$ cat config.mk
export PLATFORM = sky130hd
export DESIGN_NAME = dpc_status_flags
export DESIGN_NICKNAME = d
export VERILOG_FILES = /design/src/design/dpc_pkg.sv /design/src/design/dpc_status_flags.sv
export SDC_FILE = /design/constraint.sdc
export NUM_CORES = 1
export LEC_CHECK = 0
export BUFFER_PORTS_ARGS = -buffer_cell sky130_fd_sc_hd__buf_4
export CAP_MARGIN = 30
export CORE_MARGIN = 2
export CORE_UTILIZATION = 46
export DETAILED_ROUTE_END_ITERATION = 10
export GPL_TIMING_DRIVEN = 0
export PLACE_DENSITY = 0.82
export SLEW_MARGIN = 40
export SYNTH_ARGS = -nofsm -noshare
export SYNTH_HDL_FRONTEND = slang
export SYNTH_SLANG_ARGS = --single-unit
$ cat constraint.sdc
create_clock -name i_sys_clk -period 2.5 [get_ports i_sys_clk]
set_input_delay 0.25 -clock i_sys_clk [delete_from_list [all_inputs] [get_ports i_sys_clk]]
set_output_delay 0.25 -clock i_sys_clk [all_outputs]
set_load 0.005 [all_outputs]
$ cat src/design/dpc_pkg.sv
/*
  package for the disk pack control unit status flag block.
  assumes a 36-bit word numbered 0 (msb) to 35 (lsb), as the processor does.
*/
package dpc_pkg;
  // ***************************************************************
  // word width and bit positions (index = 35 - documented bit)
  // ***************************************************************
  localparam int WORD_W         = 36;
  localparam int POS_CW_PAR     = 35 - 14;  // control word parity
  localparam int POS_SEC_PAR    = 35 - 15;  // sector parity
  localparam int POS_CHD_PAR    = 35 - 16;  // channel data parity
  localparam int POS_DSK_PAR    = 35 - 17;  // disk word parity
  localparam int POS_XFER       = 35 - 18;  // block transfer active
  localparam int POS_CYL_OVF    = 35 - 19;  // cylinder overflow
  localparam int POS_PWR_FAIL   = 35 - 20;  // power failure
  localparam int POS_SRCH_ERR   = 35 - 21;  // search error
  localparam int POS_LATE       = 35 - 22;  // data late
  localparam int POS_NXM        = 35 - 23;  // no such memory
  localparam int POS_PAR_ANY    = 35 - 24;  // any parity error
  localparam int POS_NRDY       = 35 - 25;  // not ready
  localparam int POS_ILL_WR     = 35 - 26;  // illegal write
  localparam int POS_BUSY_CMD   = 35 - 27;  // command while busy
  localparam int POS_SEC_ADR    = 35 - 28;  // sector address error
  localparam int POS_SURF_ADR   = 35 - 29;  // surface address error
  localparam int POS_CW_DONE    = 35 - 30;  // control word written
  localparam int POS_BUSY       = 35 - 31;  // busy
  localparam int POS_DONE       = 35 - 32;  // done
  localparam int POS_CHAN_LO    = 35 - 35;  // interrupt channel lsb
  // condition write operand bit positions
  localparam int CW_CLR_PWR     = 35 - 20;
  localparam int CW_CLR_SRCH    = 35 - 21;
  localparam int CW_CLR_LATE    = 35 - 22;
  localparam int CW_CLR_NXM     = 35 - 23;
  localparam int CW_CLR_PAR     = 35 - 24;
  localparam int CW_CLR_ILL     = 35 - 26;
  localparam int CW_CLR_BUSYCMD = 35 - 27;
  localparam int CW_CLR_SEC     = 35 - 28;
  localparam int CW_CLR_SURF    = 35 - 29;
  localparam int CW_REQ_CW      = 35 - 30;
  localparam int CW_STOP        = 35 - 31;
  localparam int CW_CLR_DONE    = 35 - 32;
  // command word fields
  localparam int CMD_FN_HI      = 35 - 0;
  localparam int CMD_SURF_HI    = 35 - 14;
  localparam int CMD_SEC_HI     = 35 - 19;
  localparam int CMD_NOSTOP_SEC = 35 - 24;
  localparam int CMD_NOSTOP_CHD = 35 - 25;
  localparam int CMD_NOSTOP_DSK = 35 - 26;
  // ***************************************************************
  // function codes and address limits
  // ***************************************************************
  localparam logic [2:0] FN_READ   = 3'h0;
  localparam logic [2:0] FN_WRITE  = 3'h1;
  localparam logic [2:0] FN_FORMAT = 3'h3;
  localparam logic [4:0] SEC_MAX_BIG   = 5'h0_b;
  localparam logic [4:0] SEC_MAX_SMALL = 5'h0_4;
  localparam logic [4:0] SURF_MAX_BIG  = 5'h1_7;
  localparam logic [4:0] SURF_MAX_SMALL= 5'h0_b;
  localparam int SEARCH_EOT_LIMIT = 3;
  // reset values
  localparam logic [2:0] CHAN_RESET = 3'h0;
  // controller state
  typedef enum logic [2:0] {
    ST_IDLE  = 3'b001,  // not busy
    ST_RUN   = 3'b010,  // busy, channel attached
    ST_FIELD = 3'b100   // busy, finishing field then stop
  } dpc_state_t;
endpackage : dpc_pkg

$ cat src/design/dpc_status_flags.sv
/*
  status word, flag and termination logic of the disk pack control unit.
  assumes: processor strobes and operands synchronous to i_sys_clk; channel
  and drive events are one-cycle pulses or levels from logic on that clock.
*/
`timescale 1ns/1ps
module dpc_status_flags
  import dpc_pkg::*;
(
  input  wire logic              i_sys_clk,       // system clock
  input  wire logic              i_rst_n,         // sync reset, active low
  input  wire logic              i_cond_wr,       // condition write strobe
  input  wire logic              i_cmd_wr,        // command write strobe
  input  wire logic [WORD_W-1:0] i_wdata,         // operand of either write
  output logic      [WORD_W-1:0] o_status,        // status word for status read
  output logic                   o_irq,           // request on o_irq_chan
  output logic      [2:0]        o_irq_chan,      // assigned channel
  input  wire logic              i_drive_big,     // selected drive is larger type
  input  wire logic              i_heads_in_pos,  // drive heads positioned
  input  wire logic              i_on_line,       // drive on line
  input  wire logic              i_file_unsafe,   // drive malfunction
  input  wire logic              i_write_prot,    // pack write protected
  input  wire logic              i_attention,     // any attention flag set
  input  wire logic              i_pwr_bad,       // supply out of tolerance
  input  wire logic              i_ch_cw_par,     // channel: control word parity
  input  wire logic              i_ch_data_par,   // channel: data word parity
  input  wire logic              i_ch_late,       // channel missed a word
  input  wire logic              i_ch_nxm,        // channel: memory timeout
  input  wire logic              i_ch_cw_stored,  // channel stored control word
  input  wire logic              i_ch_continue,   // channel asks past cylinder end
  input  wire logic              i_sec_par,       // sector parity bad
  input  wire logic              i_dsk_par,       // disk word parity bad
  input  wire logic              i_addr_match,    // sector address matched
  input  wire logic              i_addr_par_ok,   // address word parity good
  input  wire logic              i_eot,           // end of track seen
  input  wire logic              i_field_end,     // current data field done
  input  wire logic              i_cyl_end,       // last sector of cylinder done
  output logic                   o_ch_attach,     // channel held by control
  output logic                   o_cw_req         // control word write request
);

  // ***************************************************************
  // flags and state
  // ***************************************************************
  dpc_state_t state;                 // controller state
  logic [3:0] par_flags;             // bits 14..17
  logic       xfer, cyl_ovf, srch_err, late, nxm;
  logic       nrdy_f, ill_wr, busy_cmd, sec_adr, surf_adr, cw_done;
  logic       done, intr, pwr_f;
  logic [1:0] eot_cnt;               // end-of-track count in search
  logic [2:0] nostop;                // sec, chd, dsk stop disables
  logic       busy;
  logic       accept;                // command write taken
  logic       proc_fn;               // command is disk processing
  logic       sec_bad, surf_bad, not_ready, start_err;
  logic       stop_now, stop_field, term;
  logic       err_set;               // refused start or termination, sets done
  logic       cmd_clr;

  assign busy      = (state != ST_IDLE);
  assign accept    = i_cmd_wr && !busy;
  assign cmd_clr   = accept;
  assign proc_fn   = (i_wdata[CMD_FN_HI -: 3] == FN_READ) || (i_wdata[CMD_FN_HI -: 3] == FN_WRITE)
                  || (i_wdata[CMD_FN_HI -: 3] == FN_FORMAT);
  assign sec_bad   = i_wdata[CMD_SEC_HI -: 5]  > (i_drive_big ? SEC_MAX_BIG : SEC_MAX_SMALL);
  assign surf_bad  = i_wdata[CMD_SURF_HI -: 5] > (i_drive_big ? SURF_MAX_BIG : SURF_MAX_SMALL);
  assign not_ready = !i_heads_in_pos || !i_on_line || i_file_unsafe;
  logic wr_fn;
  assign wr_fn     = (i_wdata[CMD_FN_HI -: 3] == FN_WRITE) || (i_wdata[CMD_FN_HI -: 3] == FN_FORMAT);
  assign start_err = accept && proc_fn
                  && (pwr_f || i_pwr_bad || not_ready || (wr_fn && i_write_prot) || sec_bad || surf_bad);

  // immediate stop causes while busy
  assign stop_now = busy && (
         (i_sec_par && !nostop[2])
      || (i_dsk_par && !nostop[0])
      || (i_ch_continue && state == ST_RUN && i_cyl_end)
      || (i_eot && !xfer && eot_cnt == 2'(SEARCH_EOT_LIMIT - 1))
      || not_ready || i_write_prot && ill_wr
      || (i_cond_wr && i_wdata[CW_STOP]));
  // causes that release the channel and finish the field
  assign stop_field = (state == ST_RUN) && (i_ch_cw_par || i_ch_nxm || i_ch_late
                     || (i_ch_data_par && !nostop[1]) || i_pwr_bad);
  assign term = stop_now || (state == ST_FIELD && i_field_end);
  assign err_set = start_err || term;

  // ***************************************************************
  // controller state machine
  // ***************************************************************
  always_ff @(posedge i_sys_clk) begin
    if (!i_rst_n) begin
      state <= ST_IDLE;
    end else begin
      unique case (state)
        ST_IDLE:  if (accept && proc_fn && !start_err) state <= ST_RUN;
        ST_RUN:   begin
          if (term) state <= ST_IDLE;
          else if (stop_field) state <= ST_FIELD;
        end
        ST_FIELD: if (term) state <= ST_IDLE;
        default:  state <= ST_IDLE;
      endcase
    end
  end

  // channel held only in run state, dropped at termination or on entering the field stop state
  assign o_ch_attach = (state == ST_RUN);

  // ***************************************************************
  // command latched stop disables and search counter
  // ***************************************************************
  always_ff @(posedge i_sys_clk) begin
    if (!i_rst_n) begin
      nostop  <= 3'h0;
      eot_cnt <= 2'h0;
    end else begin
      if (accept) begin
        nostop  <= {i_wdata[CMD_NOSTOP_SEC], i_wdata[CMD_NOSTOP_CHD], i_wdata[CMD_NOSTOP_DSK]};
        eot_cnt <= 2'h0;
      end else if (busy && !xfer && i_eot) begin
        eot_cnt <= eot_cnt + 2'h1;
      end
    end
  end

  // ***************************************************************
  // error flags: set wins over clear
  // ***************************************************************
  always_ff @(posedge i_sys_clk) begin
    if (!i_rst_n) begin
      par_flags <= 4'h0;
      {cyl_ovf, srch_err, late, nxm, nrdy_f, ill_wr, sec_adr, surf_adr, cw_done} <= 9'h000;
    end else begin
      if (cmd_clr) begin
        par_flags <= 4'h0;
        {srch_err, late, nxm, ill_wr, sec_adr, surf_adr, cw_done} <= 7'h00;
      end else if (i_cond_wr) begin
        if (i_wdata[CW_CLR_PAR])  par_flags <= 4'h0;
        if (i_wdata[CW_CLR_SRCH]) srch_err  <= 1'b0;
        if (i_wdata[CW_CLR_LATE]) late      <= 1'b0;
        if (i_wdata[CW_CLR_NXM])  nxm       <= 1'b0;
        if (i_wdata[CW_CLR_ILL])  ill_wr    <= 1'b0;
        if (i_wdata[CW_CLR_SEC])  sec_adr   <= 1'b0;
        if (i_wdata[CW_CLR_SURF]) surf_adr  <= 1'b0;
        if (i_wdata[CW_REQ_CW])   cw_done   <= 1'b0;
      end
      if (busy) begin
        if (i_ch_cw_par)                  par_flags[3] <= 1'b1;
        if (i_sec_par)                    par_flags[2] <= 1'b1;
        if (i_ch_data_par)                par_flags[1] <= 1'b1;
        if (i_dsk_par)                    par_flags[0] <= 1'b1;
        if (i_ch_continue && i_cyl_end)   cyl_ovf      <= 1'b1;
        if (i_eot && !xfer && eot_cnt == 2'(SEARCH_EOT_LIMIT - 1)) srch_err <= 1'b1;
        if (i_ch_late)                    late         <= 1'b1;
        if (i_ch_nxm)                     nxm          <= 1'b1;
      end
      if (i_ch_cw_stored) cw_done <= 1'b1;
      if (accept && proc_fn) begin
        nrdy_f   <= not_ready;
        ill_wr   <= wr_fn && i_write_prot;
        sec_adr  <= sec_bad;
        surf_adr <= surf_bad;
      end else if (busy && not_ready) begin
        nrdy_f   <= 1'b1;
      end
      if (accept) cyl_ovf <= 1'b0;
    end
  end

  // ***************************************************************
  // command while busy and power failure
  // ***************************************************************
  always_ff @(posedge i_sys_clk) begin
    if (!i_rst_n) begin
      busy_cmd <= 1'b0;
      pwr_f    <= 1'b0;
    end else begin
      if (i_cmd_wr && busy)                                busy_cmd <= 1'b1;
      else if (accept || (i_cond_wr && i_wdata[CW_CLR_BUSYCMD])) busy_cmd <= 1'b0;
      if (i_pwr_bad)                                       pwr_f <= 1'b1;
      else if (i_cond_wr && i_wdata[CW_CLR_PWR])           pwr_f <= 1'b0;
    end
  end

  // ***************************************************************
  // transfer bit
  // ***************************************************************
  always_ff @(posedge i_sys_clk) begin
    if (!i_rst_n) begin
      xfer <= 1'b0;
    end else if (!busy || term) begin
      xfer <= 1'b0;
    end else if (i_addr_match && i_addr_par_ok) begin
      xfer <= 1'b1;
    end
  end

  // ***************************************************************
  // done, interrupt and channel assignment
  // ***************************************************************
  always_ff @(posedge i_sys_clk) begin
    if (!i_rst_n) begin
      done       <= 1'b0;
      intr       <= 1'b0;
      o_irq_chan <= CHAN_RESET;
    end else begin
      if (err_set)                                     done <= 1'b1;
      else if (accept || (i_cond_wr && i_wdata[CW_CLR_DONE])) done <= 1'b0;
      // interrupt set with done or by attention while idle; it drops when done clears unless attention holds it
      if (err_set || (i_attention && !busy))           intr <= 1'b1;
      else if (!done || accept || (i_cond_wr && i_wdata[CW_CLR_DONE])) intr <= 1'b0;
      if (i_cond_wr) o_irq_chan <= i_wdata[POS_CHAN_LO +: 3];
    end
  end

  always_ff @(posedge i_sys_clk) begin
    if (!i_rst_n) o_cw_req <= 1'b0;
    else          o_cw_req <= i_cond_wr && i_wdata[CW_REQ_CW];
  end

  assign o_irq = intr;

  // ***************************************************************
  // status word
  // ***************************************************************
  always_comb begin
    o_status = '0;
    o_status[POS_CW_PAR -: 4]  = par_flags;
    o_status[POS_XFER]         = xfer;
    o_status[POS_CYL_OVF]      = cyl_ovf;
    o_status[POS_PWR_FAIL]     = pwr_f;
    o_status[POS_SRCH_ERR]     = srch_err;
    o_status[POS_LATE]         = late;
    o_status[POS_NXM]          = nxm;
    o_status[POS_PAR_ANY]      = |par_flags;
    o_status[POS_NRDY]         = nrdy_f;
    o_status[POS_ILL_WR]       = ill_wr;
    o_status[POS_BUSY_CMD]     = busy_cmd;
    o_status[POS_SEC_ADR]      = sec_adr;
    o_status[POS_SURF_ADR]     = surf_adr;
    o_status[POS_CW_DONE]      = cw_done;
    o_status[POS_BUSY]         = busy;
    o_status[POS_DONE]         = intr;                                    // bit 32 shows interrupt
    o_status[POS_CHAN_LO +: 3] = o_irq_chan;
  end
endmodule : dpc_status_flags
==> impl_metrics.csv <==
group,metric,value,unit
outcome,run_status,"finished, final reports clean",
routing,routed_wl,4230,microns
clock_network,cts.htree.levels,2,
logic_synthesis,synth_cells,199,
critical_path,rr_startpoint,"state[0]",
sta,hold_viol,0,
critical_path,start_kind,"flip-flop",
critical_path,cp_max_fo,6,
clock_network,post_cts.resized_instances,0,
critical_path,crit_start,"state[0]",
critical_path,cp_data_arrival_time,1470,ps
logic_synthesis,ys_async_sr_fraction,0,%
sta,finalCritPeriodShare,69.0,%
power,leakagePower,1.22,nW
critical_path,end_kind,"output port",
clock_network,cts_setup_buffers,0,
critical_path,critical_path_capture_point,"o_status[4]",
logic_synthesis,synth_area_leaders,"sky130_fd_sc_hd__dfxtp_1, sky130_fd_sc_hd__buf_4, sky130_fd_sc_hd__ha_1",
routing,vias,1671,
routing,detail_route.first_pass.iterations,4,
logic_synthesis,synth.avg_cell_area,8.41,sq um
critical_path,timing.rr.end,"state[0]",
power,total_power_divided_by_cell_area,497,mW/mm^2
power,power.ir.vdd_worst,408,uV
global_routing,track_usage,21.6,%
sta,worst_clock_skew,6.86,ps
clock_network,root_buffer,"sky130_fd_sc_hd__clkbuf_4",
logic_synthesis,ys_ff_latch,30,
job,maxCapViolations,0,
routing,route.detailed.drc,0,
sta,setup_viol,0,
global_routing,antenna_found_initial,0,
floorplanning,boundary_pins,102,
layout,diodes,0,
floorplanning,die_width,64.3,microns
logic_synthesis,synth_top_cell_by_area,"sky130_fd_sc_hd__dfxtp_1",
power,finalPower,1.19,mW
critical_path,worst-setup-path-type,"flip-flop to output port",
floorplanning,floorplan.initialDensity,49.0,%
clock_network,postCtsHoldBufs,0,
clock_network,cts_made_buffers,5,
routing,postRouteAntennaNets,0,
global_routing,grt-ovfl-total,0,
placed_design,numPortBuffers,76,
sta,worst_slew_margin_rel,66.0,%
global_routing,pin_count_of_the_biggest_net_entering_global_routing,11,
logic_synthesis,synth.distinct_cells,42,
sta,grt_setup_unrepaired,"false",
clock_network,cts.sinks,30,
sta,layout_min_cycle_time,1720,ps
min_path,hold_crit_class,"input port to flip-flop",
layout,drive_above_1_share,40.3,%
sta,maxClockFrequency,580,MHz
logic_synthesis,synth_enable_flop_cells,0,
routing,drt_iter0_drc,75,
layout,nNetsFinal,363,
sta,slew_violations,0,
placed_design,detailed_placement_hpwl,3520,microns
clock_network,clkLatencyLatePin,320,ps
routing,drt-wirelength-per-cell,12.4,microns
clock_network,cts.path.max_buffers,2,
routing,avgViaCountPerCell,4.90,
sta,worst_slew_pin_slew,509,ps
critical_path,timing.reg2reg.worst_path_depth,5,
layout,syn_to_final_growth,43.3,%
critical_path,cp.required,2250,ps
logic_synthesis,synth_top_flop_cell,"sky130_fd_sc_hd__dfxtp_1",
global_routing,grt_pass1_wl,6820,microns
clock_network,clk_transition_reported_paths,90,ps
floorplanning,vertical_die_dimension,64.3,microns
global_routing,grt_pass1_vias,1594,
logic_synthesis,synth.yosys.seq_area_share,35.9,%
sta,tns,0,ps
critical_path,setup.reg_to_reg.worst_slack,810,ps
placed_design,place_congestion,0.866,
floorplanning,fp.dieArea,0.00414,sq mm
logic_synthesis,syn-cell-area,0.00167,sq mm
clock_network,cts_tree,"yes",
floorplanning,placementRows,21,
logic_synthesis,yosys.area.top_type_share,35.9,%
floorplanning,fp.coreArea,0.00342,sq mm
logic_synthesis,yosys_warns,0,
==> cells in the final DEF, fill, tap and decap left out, drive strengths merged, types with 4 or more instances in the layout <==
cell    count
buf       110
dfxtp      30
nand2      20
nor2       19
a21oi      16
conb       14
nand3       9
ha          8
inv         7
clkbuf      6
nor2b       5
o21ai       5
nor4        4
a22o        4
==> layout make-up <==
type,instances,area [sq um]
well taps,46,57.6
inverters,8,30.0
clock buffers,5,37.5
multi-input cells,139,842
plain buffers,35,250
clock inverters,2,10.0
flip-flops and latches,30,601
repair buffers,76,571
fillers,313,1020
==> registers in the layout (all words and copies together), names as in the netlist <==
name / count
par_flags: 4
nostop: 3
o_irq_chan: 3
state: 3
eot_cnt: 2
busy_cmd: 1
cw_done: 1
cyl_ovf: 1
done: 1
ill_wr: 1
late: 1
nrdy_f: 1
nxm: 1
o_cw_req: 1
o_irq: 1
pwr_f: 1
sec_adr: 1
srch_err: 1
surf_adr: 1
xfer: 1
==> worst min path at each step <==
stage | startpoint | end | cells after the start
global placement | nostop[1] | nostop[1] | 2
global route | i_ch_cw_par | par_flags[3] | 2
floorplan | i_rst_n | state[0] | 1
finish | i_ch_nxm | nxm | 2
detailed placement | nostop[1] | nostop[1] | 2
CTS | i_ch_nxm | nxm | 2
==> per-stage QoR <==
stage / cell area [sq um] / hold slack (ps) / cells / setup slack, ps / utilization, %
after floorplan: 1720 / 339 / 212 / 1030 / -
after global placement: 2350 / 440 / 334 / 763 / 68.8
after detailed placement: 2350 / 443 / 334 / 735 / 68.8
after CTS: 2400 / 130 / 341 / 772 / 70.2
after global routing: 2400 / 127 / 341 / 666 / 70.2
final: 2400 / 138 / 341 / 775 / 70.2
==> cells in the mapped netlist (2+ instances only) <==
master / count
sky130_fd_sc_hd__a32oi_1: 2
sky130_fd_sc_hd__nor2b_1: 5
sky130_fd_sc_hd__a22o_1: 4
sky130_fd_sc_hd__nor4_1: 4
sky130_fd_sc_hd__inv_1: 7
sky130_fd_sc_hd__and3b_1: 2
sky130_fd_sc_hd__nand2_1: 20
sky130_fd_sc_hd__a21o_1: 2
sky130_fd_sc_hd__mux2i_1: 3
sky130_fd_sc_hd__o21ai_0: 4
sky130_fd_sc_hd__nand3_1: 9
sky130_fd_sc_hd__buf_2: 2
sky130_fd_sc_hd__nor2_1: 19
sky130_fd_sc_hd__a31oi_1: 3
sky130_fd_sc_hd__buf_4: 31
sky130_fd_sc_hd__ha_1: 8
sky130_fd_sc_hd__dfxtp_1: 30
sky130_fd_sc_hd__a211oi_1: 2
sky130_fd_sc_hd__nand2b_1: 2
sky130_fd_sc_hd__a32o_1: 3
sky130_fd_sc_hd__a21oi_1: 16
==> metal layers <==
metal  vias up  track usage [%]  part of all wire [%]
met5         -                0                     0
met4         0             9.04                   1.8
met3         7             7.92                   8.3
met2        64             37.5                    49
met1       750             23.5                    41
li1        850                -                     -
==> where the power goes <==
group	internal [mW]	total (mW)	switching, mW
clock network	0.101	0.263	0.162
logic	0.213	0.386	0.173
registers	0.516	0.544	0.0275
==> cell families after synthesis <==
| family | count (synthesis) | synth area share (%) |
|---|---|---|
| multiplexers | 3 | 1.79 |
| buffers and inverters | 43 | 16.7 |
| flip-flops | 30 | 35.9 |
| other | 1 | 0.224 |
| XOR/XNOR | 1 | 0.523 |
| adder cells (fa/ha/maj) | 8 | 5.98 |
| AO/OA/AOI/OAI | 45 | 18.7 |
| AND/OR/NAND/NOR | 68 | 20.2 |
==> worst max-delay path, stage by stage, from the launching register on <==
cell and delay [ps]:
sky130_fd_sc_hd__dfxtp_1 420, sky130_fd_sc_hd__nor3b_4 280, sky130_fd_sc_hd__inv_1 160, sky130_fd_sc_hd__buf_4 160
sky130_fd_sc_hd__buf_4 120
Note: power is estimated with default switching activity, not from simulation.
